## config.mk

```make
export PLATFORM = sky130hd
export DESIGN_NAME = array_control
export DESIGN_NICKNAME = d
export VERILOG_FILES = /design/src/hdl/array_control.v /design/src/hdl/byte_pack_select.v /design/src/hdl/pool_round.v
export VERILOG_INCLUDE_DIRS = /design/src /design/src/inc
export SDC_FILE = /design/constraint.sdc
export NUM_CORES = 1
export LEC_CHECK = 0
export BUFFER_PORTS_ARGS = -buffer_cell sky130_fd_sc_hd__buf_2
export CORE_AREA = 2 2 219 221
export DETAILED_ROUTE_END_ITERATION = 6
export DIE_AREA = 0 0 221 223
export HOLD_SLACK_MARGIN = 0.1
export PLACE_DENSITY_LB_ADDON = 0.08
export SYNTH_ARGS = -nofsm -noshare
export SYNTH_HDL_FRONTEND = slang
export SYNTH_SLANG_ARGS = --single-unit
```

## constraint.sdc

```tcl
create_clock -name mclk_in -period 2.1 [get_ports mclk_in]
set_input_delay 0.105 -clock mclk_in [delete_from_list [all_inputs] [get_ports mclk_in]]
set_output_delay 0.105 -clock mclk_in [all_outputs]
set_load 0.02 [all_outputs]
```

## src/inc/array_control_regs.vh

```
// Purpose: Constants for the array control register upper half.
// Assumes: One 32-bit register at offset 0x0 on the documented register port.
// Notes:   Bits 12 to 0 are held elsewhere and read as zero here.
`ifndef ARRAY_CONTROL_REGS_VH
`define ARRAY_CONTROL_REGS_VH

// ----------------------------------------
// Register map
// ----------------------------------------
`define AC_OFFSET          12'h000
`define AC_RESET           32'h0000_0000
`define AC_IMPL_MASK       32'hFFFF_E000

// ----------------------------------------
// Field positions
// ----------------------------------------
`define AC_QUAD_PACK       31
`define AC_POOL_SHIFT      30
`define AC_QDLY_HI         29
`define AC_QDLY_LO         24
`define AC_QUEUE_GROUP     23
`define AC_FAST_TXQ        22
`define AC_ONE_BIT         21
`define AC_PACK_EXPRESS    20
`define AC_SMALL_BUF       19
`define AC_PACK_SEL_HI     18
`define AC_PACK_SEL_LO     17
`define AC_PACKER_LOAD     16
`define AC_QUEUE_EN        15
`define AC_STREAM_EN       14
`define AC_POOL_ROUND      13

// ----------------------------------------
// Widths and encodings
// ----------------------------------------
`define QDLY_W             6
`define QDLY_MAX           6'h3F
`define WADDR_W            16
`define WADDR_UPPER_LO     8
`define PSEL_B0            2'h0
`define PSEL_B1            2'h1
`define PSEL_B2            2'h2
`define PSEL_B3            2'h3
`define QMODE_ONE_BYTE     2'h0
`define QMODE_WIDE         2'h1
`define QMODE_FOUR_BYTE    2'h2

`endif
```

## src/hdl/array_control.v

```verilog
// Purpose: Upper half of the per-array control register and its datapath steering.
// Assumes: Single-cycle register port; writes take effect at the next edge.
// Notes:   Unimplemented low bits read as zero.
// What this block does
// - Quad-pack bit makes all four processor lanes take the same input data.
// - Pooling time-shift bit adds one pooling wait state.
// - Six-bit field sets queue clock delay, zero minimum, 0x3F maximum.
// - Grouping bit routes small-data channels to first four processors.
// - Fast queue feeds data memories, one byte per four channels.
// - One-bit weight bit disables accumulators and uses one-bit logic.
// - Express bit reloads packed weights when upper weight address changes.
// - Small-buffer bit, with streaming bit also set, makes read buffer circular from read-pointer base.
// - Packed channel select picks one of four read bytes.
// - Rising write of packer load loads counter and selects it as address.
// - Queue enable takes first-layer data from the queue write register.
// - Queue mode is one byte, one wide, or four byte channels.
// - Streaming bit puts the array into streaming mode.
// - Pool rounding rounds average results half up.
// - All fields return to reset value on any reset.
`timescale 1ns/1ps
`default_nettype none
`include "array_control_regs.vh"

module array_control (
	// Clock and reset
	input  wire        mclk_in,
	input  wire        srst_in,
	// Register port
	input  wire        reg_sel_in,
	input  wire        reg_wr_in,
	input  wire [11:0] reg_addr_in,
	input  wire [31:0] reg_wdata_in,
	output reg  [31:0] reg_rdata_out,
	// Layer context
	input  wire [15:0] layer_write_pointer_base_in,
	input  wire [15:0] layer_read_pointer_base_in,
	input  wire [15:0] read_buffer_end_in,
	input  wire        read_buffer_step_in,
	input  wire        avg_pool_in,
	input  wire        wide_data_in,
	input  wire [3:0]  chan_en_in,
	// Weight memory address
	input  wire [15:0] weight_memory_addr_in,
	// Memory address source
	input  wire [15:0] normal_addr_in,
	input  wire        packer_step_in,
	output reg  [15:0] mem_addr_out,
	output reg         packer_active_out,
	// Data inputs
	input  wire [31:0] queue_write_register_in,
	input  wire [31:0] tx_queue_in,
	input  wire [31:0] layer_data_in,
	input  wire [31:0] mem_rdata_in,
	input  wire [9:0]  pool_sum_in,
	// Steering outputs
	output reg  [31:0] first_layer_data_out,
	output reg  [127:0] proc_data_out,
	output reg  [31:0] fast_mem_data_out,
	output reg  [3:0]  fast_mem_we_out,
	output reg         quad_pack_out,
	output reg         pool_wait_out,
	output reg  [5:0]  queue_clk_delay_out,
	output reg         one_bit_weights_out,
	output reg         accum_en_out,
	output reg         weight_reload_out,
	output reg  [15:0] read_ptr_out,
	output reg         streaming_out,
	output reg  [1:0]  queue_mode_out,
	output wire [7:0]  packed_byte_out,
	output wire [7:0]  pooled_out
);

	// ----------------------------------------
	// Decode
	// ----------------------------------------
	function hit;
		input        sel;
		input [11:0] addr;
		begin
			hit = sel & (addr == `AC_OFFSET);
		end
	endfunction

	// Grouped routing opens all four byte lanes of the fast queue
	function [3:0] fast_lanes;
		input fast;
		input group;
		begin
			if (!fast) begin
				fast_lanes = 4'h0;
			end else if (group) begin
				fast_lanes = 4'hF;
			end else begin
				fast_lanes = 4'h1;
			end
		end
	endfunction

	// Wide data outranks the channel enables
	function [1:0] queue_mode_of;
		input       wide;
		input [3:0] chans;
		begin
			if (wide) begin
				queue_mode_of = `QMODE_WIDE;
			end else if (chans == 4'hF) begin
				queue_mode_of = `QMODE_FOUR_BYTE;
			end else begin
				queue_mode_of = `QMODE_ONE_BYTE;
			end
		end
	endfunction

	reg  [31:0] ctrl_q;
	reg  [31:0] ctrl_d;
	reg  [15:0] packer_cnt_q;
	reg  [15:0] waddr_prev_q;
	wire        wr_hit;
	wire        load_rise;

	assign wr_hit    = hit(reg_sel_in, reg_addr_in) & reg_wr_in;
	// Edge is taken against the stored bit, so rewriting 1 does nothing
	assign load_rise = wr_hit & reg_wdata_in[`AC_PACKER_LOAD] & ~ctrl_q[`AC_PACKER_LOAD];

	// ----------------------------------------
	// Control register
	// ----------------------------------------
	always @* begin
		ctrl_d = ctrl_q;
		if (wr_hit) begin
			ctrl_d = reg_wdata_in & `AC_IMPL_MASK;
		end
	end

	always @(posedge mclk_in) begin
		if (srst_in) begin
			ctrl_q <= `AC_RESET;
		end else begin
			ctrl_q <= ctrl_d;
		end
	end

	always @(posedge mclk_in) begin
		if (srst_in) begin
			reg_rdata_out <= 32'h0000_0000;
		end else if (hit(reg_sel_in, reg_addr_in) & ~reg_wr_in) begin
			reg_rdata_out <= ctrl_q;
		end else begin
			reg_rdata_out <= 32'h0000_0000;
		end
	end

	// ----------------------------------------
	// Packer address counter
	// ----------------------------------------
	always @(posedge mclk_in) begin
		if (srst_in) begin
			packer_cnt_q      <= 16'h0000;
			packer_active_out <= 1'b0;
		end else if (load_rise) begin
			packer_cnt_q      <= layer_write_pointer_base_in;
			packer_active_out <= 1'b1;
		end else begin
			if (packer_active_out & packer_step_in) begin
				packer_cnt_q <= packer_cnt_q + 16'h0001;
			end
			if (wr_hit & ~reg_wdata_in[`AC_PACKER_LOAD]) begin
				packer_active_out <= 1'b0;
			end
		end
	end

	always @(posedge mclk_in) begin
		if (srst_in) begin
			mem_addr_out <= 16'h0000;
		end else begin
			mem_addr_out <= packer_active_out ? packer_cnt_q : normal_addr_in;
		end
	end

	// ----------------------------------------
	// Weight reload on upper address change
	// ----------------------------------------
	always @(posedge mclk_in) begin
		if (srst_in) begin
			waddr_prev_q      <= 16'h0000;
			weight_reload_out <= 1'b0;
		end else begin
			waddr_prev_q      <= weight_memory_addr_in;
			weight_reload_out <= ctrl_q[`AC_PACK_EXPRESS] &
				(weight_memory_addr_in[`WADDR_W-1:`WADDR_UPPER_LO] !=
				 waddr_prev_q[`WADDR_W-1:`WADDR_UPPER_LO]);
		end
	end

	// ----------------------------------------
	// Circular read buffer
	// ----------------------------------------
	always @(posedge mclk_in) begin
		if (srst_in) begin
			read_ptr_out <= 16'h0000;
		end else if (ctrl_q[`AC_SMALL_BUF] & ctrl_q[`AC_STREAM_EN]) begin
			if (read_buffer_step_in) begin
				read_ptr_out <= (read_ptr_out == read_buffer_end_in) ?
					layer_read_pointer_base_in : read_ptr_out + 16'h0001;
			end
		end else begin
			read_ptr_out <= layer_read_pointer_base_in;
		end
	end

	// ----------------------------------------
	// Data steering
	// ----------------------------------------
	// Lanes are built as nets so one process owns the whole output word
	wire [127:0] proc_data_d;

	genvar p;
	generate
		for (p = 0; p < 4; p = p + 1) begin : g_proc
			reg [31:0] lane_d;
			always @* begin
				lane_d = 32'h0000_0000;
				if (ctrl_q[`AC_QUAD_PACK]) begin
					lane_d = first_layer_data_out;
				end else if (ctrl_q[`AC_QUEUE_GROUP]) begin
					lane_d = {24'h000000, first_layer_data_out[p*8 +: 8]};
				end else if (p == 0) begin
					lane_d = first_layer_data_out;
				end
			end
			assign proc_data_d[p*32 +: 32] = lane_d;
		end
	endgenerate

	always @(posedge mclk_in) begin
		if (srst_in) begin
			proc_data_out <= 128'h0;
		end else begin
			proc_data_out <= proc_data_d;
		end
	end

	always @(posedge mclk_in) begin
		if (srst_in) begin
			first_layer_data_out <= 32'h0000_0000;
			fast_mem_data_out    <= 32'h0000_0000;
			fast_mem_we_out      <= 4'h0;
		end else begin
			first_layer_data_out <= ctrl_q[`AC_QUEUE_EN] ?
				queue_write_register_in : layer_data_in;
			fast_mem_data_out <= ctrl_q[`AC_FAST_TXQ] ? tx_queue_in : 32'h0000_0000;
			fast_mem_we_out   <= fast_lanes(ctrl_q[`AC_FAST_TXQ],
				ctrl_q[`AC_QUEUE_GROUP]);
		end
	end

	// ----------------------------------------
	// Queue mode
	// ----------------------------------------
	always @(posedge mclk_in) begin
		if (srst_in) begin
			queue_mode_out <= `QMODE_ONE_BYTE;
		end else begin
			queue_mode_out <= queue_mode_of(wide_data_in, chan_en_in);
		end
	end

	// ----------------------------------------
	// Mode outputs
	// ----------------------------------------
	always @(posedge mclk_in) begin
		if (srst_in) begin
			quad_pack_out       <= 1'b0;
			pool_wait_out       <= 1'b0;
			queue_clk_delay_out <= 6'h00;
			one_bit_weights_out <= 1'b0;
			accum_en_out        <= 1'b1;
			streaming_out       <= 1'b0;
		end else begin
			// Quad pack is passed as written; ordering against fast queue is software's job
			quad_pack_out       <= ctrl_q[`AC_QUAD_PACK];
			pool_wait_out       <= ctrl_q[`AC_POOL_SHIFT];
			queue_clk_delay_out <= ctrl_q[`AC_QDLY_HI:`AC_QDLY_LO];
			one_bit_weights_out <= ctrl_q[`AC_ONE_BIT];
			accum_en_out        <= ~ctrl_q[`AC_ONE_BIT];
			streaming_out       <= ctrl_q[`AC_STREAM_EN];
		end
	end

	// ----------------------------------------
	// Submodules
	// ----------------------------------------
	byte_pack_select u_pack (
		.mclk_in    (mclk_in),
		.srst_in    (srst_in),
		.sel_in     (ctrl_q[`AC_PACK_SEL_HI:`AC_PACK_SEL_LO]),
		.rdata_in   (mem_rdata_in),
		.packed_out (packed_byte_out)
	);

	pool_round u_pool (
		.mclk_in    (mclk_in),
		.srst_in    (srst_in),
		.round_in   (ctrl_q[`AC_POOL_ROUND]),
		.avg_in     (avg_pool_in),
		.sum_in     (pool_sum_in),
		.pooled_out (pooled_out)
	);

endmodule // array_control
`default_nettype wire

```

## src/hdl/byte_pack_select.v

```verilog
// Purpose: Picks the packed byte out of a 32-bit memory read word.
// Assumes: Select is stable while data is read.
// Notes:   Registered output.
`timescale 1ns/1ps
`default_nettype none
`include "array_control_regs.vh"

module byte_pack_select (
	// Clock and reset
	input  wire        mclk_in,
	input  wire        srst_in,
	// Data
	input  wire [1:0]  sel_in,
	input  wire [31:0] rdata_in,
	output reg  [7:0]  packed_out
);

	// ----------------------------------------
	// Byte select
	// ----------------------------------------
	always @(posedge mclk_in) begin
		if (srst_in) begin
			packed_out <= 8'h00;
		end else begin
			case (sel_in)
				`PSEL_B0: packed_out <= rdata_in[7:0];
				`PSEL_B1: packed_out <= rdata_in[15:8];
				`PSEL_B2: packed_out <= rdata_in[23:16];
				`PSEL_B3: packed_out <= rdata_in[31:24];
				default:  packed_out <= 8'h00;
			endcase
		end
	end

endmodule // byte_pack_select
`default_nettype wire

```

## src/hdl/pool_round.v

```verilog
// Purpose: Average pooling divide by four with optional half-up rounding.
// Assumes: Sum of four signed 8-bit values.
// Notes:   Without rounding the result truncates toward minus infinity.
`timescale 1ns/1ps
`default_nettype none

module pool_round (
	// Clock and reset
	input  wire        mclk_in,
	input  wire        srst_in,
	// Data
	input  wire        round_in,
	input  wire        avg_in,
	input  wire [9:0]  sum_in,
	output reg  [7:0]  pooled_out
);

	wire [10:0] rounded;

	// Adding half before the shift gives round up at 0.5 and above
	assign rounded = {sum_in[9], sum_in} + {9'h000, (round_in & avg_in), 1'b0};

	// ----------------------------------------
	// Output
	// ----------------------------------------
	always @(posedge mclk_in) begin
		if (srst_in) begin
			pooled_out <= 8'h00;
		end else begin
			pooled_out <= rounded[9:2];
		end
	end

endmodule // pool_round
`default_nettype wire

```

# == Yosys cells after proc, flatten, opt, wreduce, memory -nomap -nowiden ==
# Cells that the tools add are included.
# totals
register_bits,329
latch_bits,0
elab_cells,76
mem_bits_ro,0
n_memories,0
ram_bits,0
# op_classes
n_mul,0
reduce_logical,7
bitwise,16
shift,0
n_addsub,3
div,0
order_cmp,0
mux,21
n_eq_ne,7
# op_table
op,n
$mux 32,6
$mux 16,6
$add 16x1->16 const B,2
$pmux 8 s4,1
$mux 8,3
$eq 16x16->1,1
$logic_not 12->1,1
$add 10x3->10,1
$and 1x1->1,10
$ne 8x8->1,1
$not 1->1,6
$reduce_or 2->1,3
$eq 2x2->1 const B,2
$eq 4x4->1 const B,1
$mux 4,1
$reduce_bool 2->1,2
$mux 1,3
$eq 2x1->1 const B,1
$logic_not 2->1,1
$mux 2,1
$ne 2x2->1 const B,1

# == Depth between registers and ports, before layout ==
# logic_depth
ltp_word,6
depth_mapped,8

# == By module ==
# From an unflattened synthesis, not the netlist that was laid out.
# unflattened
cells_unflattened,1039
area_unflattened_um2,10291.1
# by_module_without_submodules
module,cells_each,instances,area_each_um2
array_control,963,1,9519.1
byte_pack_select,38,1,422.9
pool_round,38,1,349.1

# == Worst setup path before layout ==
# OpenSTA, ideal clock, no wires.
# synth_timing
kind,register to register
start,register read_ptr_out[7]
end,register read_ptr_out[12]
arrival_time_ps,1836
period_less_slack_ps,1958
stages_incl_launch_ff,9
n_path_buf,2
setup_slack_ps,142
cell_sequence,dfxtp_1 > buf_2 > xor2_1 > nor4_1 > and4_1 > buf_4 > nor2_1 > and4_1 > a311o_1
# synth_via
elab_chain_cells,4
elab_cells_between_ends,5
classes_between,add/sub: 1; eq/ne: 1; mux: 3
# synth_rtl
item,line_no,rtl
"start, declared",array_control.v:66,"output reg [15:0] read_ptr_out,"
"start signal, assigned",array_control.v:204,read_ptr_out <= (read_ptr_out == read_buffer_end_in) ?
"start signal, assigned",array_control.v:208,read_ptr_out <= layer_read_pointer_base_in;
$add 16x1->16 / $eq 16x16->1 (equally long branches),"array_control.v:205, array_control.v:204",
$mux 16 (*),array_control.v:204,
$mux 16 (*),array_control.v:203,if (read_buffer_step_in) begin
$mux 16 (*),array_control.v:202,end else if (ctrl_q[`AC_SMALL_BUF] & ctrl_q[`AC_STREAM_EN]) begin
# Mark *: on every way between the ends. The rest lies on a longest branch, timed or not. The select of a mux whose other input is x is not followed.
# A chain may end at the register's enable or synchronous reset.

# == Worst setup path after layout ==
# layout_timing
start,register read_ptr_out[4]
end,register read_ptr_out[12]
# The elaborated chain is that of the path after synthesis.

==> parameters.txt <==
Parameter                              Value

Status
  Result of the run    complete, no violations

Timing
  Top achievable clock speed    502.9 MHz
  Max Transition Viols Final    0
  Final period util    0.9469
  Worst-case clock skew    13.15 ps
  Setup WS post-layout    111.5 ps
  Slew at the pin closest to its max-slew limit    1151 ps
  Setup Viol. Count Final    0
  Setup repair after global routing missed its margin    yes
  Relative slew slack    0.2290
  Time the worst path needs with I/O delays and setup    1989 ps
  Final Hold Viols    0

Synth
  Number of synthesized flops with an enable pin    0
  Post-synthesis sequential element count    271
  Average cell area after synthesis    10.10 um2
  Register area share after synthesis    0.5355
  Gate count after technology mapping    1003
  Share of flip-flops with an asynchronous set or reset after synthesis    0
  Number of distinct library cell variants in the gate-level netlist after synthesis    46
  Ys Warns    0
  Top FF cell, synth    dfxtp_1
  Cell area after synthesis    0.01013 mm2

Detailed routing
  Total length of routed wires    38200 um
  M1 WL    15760 um
  Number of search-and-repair iterations in the first detailed-routing pass    4
  WL/cell    16.16 um
  Uppermost layer routed    met5
  Sum of met3 wire segment lengths after detailed routing    2329 um
  Mean number of vias per cell    3.960
  Iteration-0 DRC count of the detailed router    272
  Via Count    9362
  Remaining design rule violation count    0
  Routed wire length on met2    19330 um
  Number of nets still failing antenna checks after routing    0

Placement
  Weighted congestion at the end of routability-driven global placement    0.7638
  Cell Count Post-Placement    2076
  Half-perimeter wire length of the detailed placement result    28320 um
  Worst slack at placement    28.44 ps
  Number of buffers inserted by port buffering    529

Clocking
  Clock tree from TritonCTS    done
  Buffer depth of the longest clock path    3
  Clock buffer count from CTS    35
  Clock slew seen by the registers of the worst setup and hold paths    60 ps
  H-Tree Depth    2
  Clock Root Buffer    clkbuf_16
  CTS sink cnt    271
  Clk_lat worst skew    530 ps

Global route
  Via count of the first global-routing pass    9675
  Global-route wire length before repair    57050 um
  Grt total ovfl    0
  Pin count of the biggest net entering global routing    54
  Total global-route track usage    0.1497
  Number of antenna violations at the first check in global routing    4

Power
  Static leakage    7.880 nW
  Switching share of power    0.2356
  Net switching power    2.892 mW
  Internal power    9.386 mW
  Combinational group share of total power    0.097
  Power Dens Cells    742.3 mW/mm2
  Clock network power share    0.469
  Fraction of power consumed by sequential logic    0.434
  Largest voltage drop on the vdd net    0.5375 mV

Floorplanning
  Die X-Extent    221 um
  Num rows    80
  Height of the die    223 um
  Initial cell density of the core    0.2149
  Top-Level Pins    565
  DIE AREA    0.04928 mm2
  Area inside the core boundary    0.04715 mm2

Final layout
  Multi-input combinational cell area    0.003979 mm2
  Final #Nets    2003
  Sequential cell area in the final layout    0.005426 mm2
  Area growth, synth to finish    63.26%
  Post-Layout Cell Count    2364
  Number of inserted filler cells in the final layout    4965
  Fraction of final layout cells with drive strength greater than 1    0.3740

Worst setup path
  Max Fanout on Critical Path    8
  Register-to-register setup slack    110 ps
  R2R depth    6
  Critical path data arrival time    2400 ps
  Critical Setup Path Class    flop to flop
  R2r startpoint    read_ptr_out[4]$_SDFFE_PP0P_
  Startpoint Class    flop
  Data required time of the critical path    2520 ps
  Endpoint class of the critical path    flop
  Capture point of the worst reg-to-reg path    read_ptr_out[12]$_SDFFE_PP0P_

Job
  Number of max-cap violations    0

Hold path
  Min-delay src    packer_step_in
  Min-delay worst type    input port to flop
  Worst hold endpoint    packer_cnt_q[4]$_SDFFE_PP0P_
  Hold Path Cell Cnt    5
## per-layer routing
layer / vias up / global-route usage
met4: 2 / 0.04633
li1: 4676 / -
met2: 303 / 0.2642
met1: 4334 / 0.1762
met5: - / 0
met3: 47 / 0.04070
## synth_stat cells (all sizes together) (2+ instances only)
| cell | instances | share of area |
|---|---|---|
| mux4 | 8 | 0.018 |
| nor4 | 10 | 0.0062 |
| o2bb2ai | 4 | 0.0035 |
| nor2 | 110 | 0.041 |
| mux2i | 74 | 0.073 |
| a211oi | 16 | 0.018 |
| and4 | 3 | 0.0026 |
| and2 | 110 | 0.068 |
| inv | 11 | 0.0041 |
| and3 | 9 | 0.0056 |
| o21ai | 13 | 0.0068 |
| a32oi | 2 | 0.0017 |
| xnor2 | 18 | 0.016 |
| buf | 87 | 0.062 |
| clkbuf | 36 | 0.013 |
| xor2 | 28 | 0.024 |
| nor2b | 31 | 0.019 |
| a21oi | 32 | 0.016 |
| ha | 3 | 0.0037 |
| a2bb2oi | 2 | 0.0017 |
| nand4 | 10 | 0.0062 |
| nand3 | 22 | 0.011 |
| nor3 | 9 | 0.0044 |
| nand2 | 62 | 0.023 |
| a31oi | 6 | 0.0037 |
| dfxtp | 271 | 0.54 |
| or3 | 3 | 0.0019 |
## critical path, cell delays in order (launching register included)
cell	delay [ps]
dfxtp_1	390
buf_4	170
nand3_1	250
nor4_1	490
o21ai_0	120
and3_1	190
a311o_1	270
## worst max path at each step
stage | startpoint | endpoint | depth (start not counted)
2_1_floorplan | read_ptr_out[7]$_SDFFE_PP0P_ | read_ptr_out[12]$_SDFFE_PP0P_ | 8
3_3_place_gp | read_ptr_out[4]$_SDFFE_PP0P_ | read_ptr_out[12]$_SDFFE_PP0P_ | 6
3_5_place_dp | reg_addr_in[3] | packer_cnt_q[15]$_SDFFE_PP0P_ | 7
4_1_cts | reg_wr_in | packer_cnt_q[2]$_SDFFE_PP0P_ | 8
5_1_grt | read_ptr_out[1]$_SDFFE_PP0P_ | read_ptr_out[14]$_SDFFE_PP0P_ | 6
6_report | read_ptr_out[4]$_SDFFE_PP0P_ | read_ptr_out[12]$_SDFFE_PP0P_ | 6
## stage by stage
step / hold slack (ps) / area [um2] / util / power, mW / setup TNS, ps
3_3_place_gp: 280.4 / 13150 / 0.2789 / 6.317 / 0
6_report: 172.6 / 16540 / 0.3508 / 12.28 / 0
2_1_floorplan: 181.6 / 10180 / - / 5.844 / 0
4_1_cts: 134.5 / 16500 / 0.3501 / 12.56 / 0
5_1_grt: 200.0 / 16540 / 0.3508 / 12.85 / -44.54
3_5_place_dp: 284.8 / 13150 / 0.2789 / 6.318 / 0
## power groups by stage
stage	sequential [mW]	combinational (mW)	clock [mW]
6_report	5.33	1.19	5.76
5_1_grt	5.34	1.30	6.22
4_1_cts	5.33	1.21	6.02
3_5_place_dp	5.45	0.873	0
3_3_place_gp	5.44	0.873	0
2_1_floorplan	5.56	0.289	0
## cell families after synthesis
group                    Yosys count  synth area share
XOR/XNOR                          46           0.03977
flip-flops                       271            0.5355
other                              1         0.0003702
buffers and inverters            134           0.07941
AND/OR/NAND/NOR                  383            0.1924
AO/OA/AOI/OAI                     83           0.05792
adder cells (fa/ha/maj)            3          0.003705
multiplexers                      82           0.09090
## flip-flops by register name, summed over array words and instances (netlist names), 2 cells and up
| signal | cells |
|---|---|
| packer_cnt_q | 16 |
| reg_rdata_out | 19 |
| first_layer_data_out | 32 |
| u_pool.pooled_out | 8 |
| read_ptr_out | 16 |
| fast_mem_data_out | 32 |
| ctrl_q | 19 |
| u_pack.packed_out | 8 |
| mem_addr_out | 16 |
| queue_clk_delay_out | 6 |
| proc_data_out | 80 |
| fast_mem_we_out | 2 |
| queue_mode_out | 2 |
| waddr_prev_q | 8 |
## final cells by class
cell class | count | share of cell area
multi-input combinational | 611 | 0.2406
timing repair buffer | 796 | 0.3158
clock inverter | 7 | 0.004690
clock buffer | 50 | 0.06135
sequential | 271 | 0.3281
tap | 615 | 0.04652
inverter | 11 | 0.002496
antenna | 3 | 0.0004539
## cell usage in the layout (no fill, tap or decap), types with 2 or more instances in the layout
cell,instances
a2bb2oi_1,2
and2_1,109
nand4_1,10
nor3_1,8
mux4_2,8
nor2b_1,28
dlygate4sd3_1,226
a32oi_1,2
and3_1,9
nor2b_2,3
ha_1,3
buf_2,528
a211oi_1,4
or3_1,3
o21ai_0,12
nor4_1,9
inv_1,11
a31oi_1,6
mux2i_1,74
clkinv_2,4
nand3_1,22
nand2_1,62
xor2_1,28
clkbuf_1,9
and4_1,2
diode_2,3
clkbuf_16,37
a21oi_1,32
conb_1,13
dfxtp_1,270
nor2_1,109
buf_4,41
clkbuf_8,4
a211oi_2,12
o2bb2ai_1,4
xnor2_1,18
## timing repair
| item | in CTS | in global routing |
|---|---|---|
| buffers inserted | 0 | 1 |
| hold buffers | 226 | 0 |
| resized for setup | 0 | 4 |
| endpoints found under the setup margin | 0 | 15 |
| endpoints found under the hold margin | 179 | 0 |
Power figures use the tool's default switching activity.
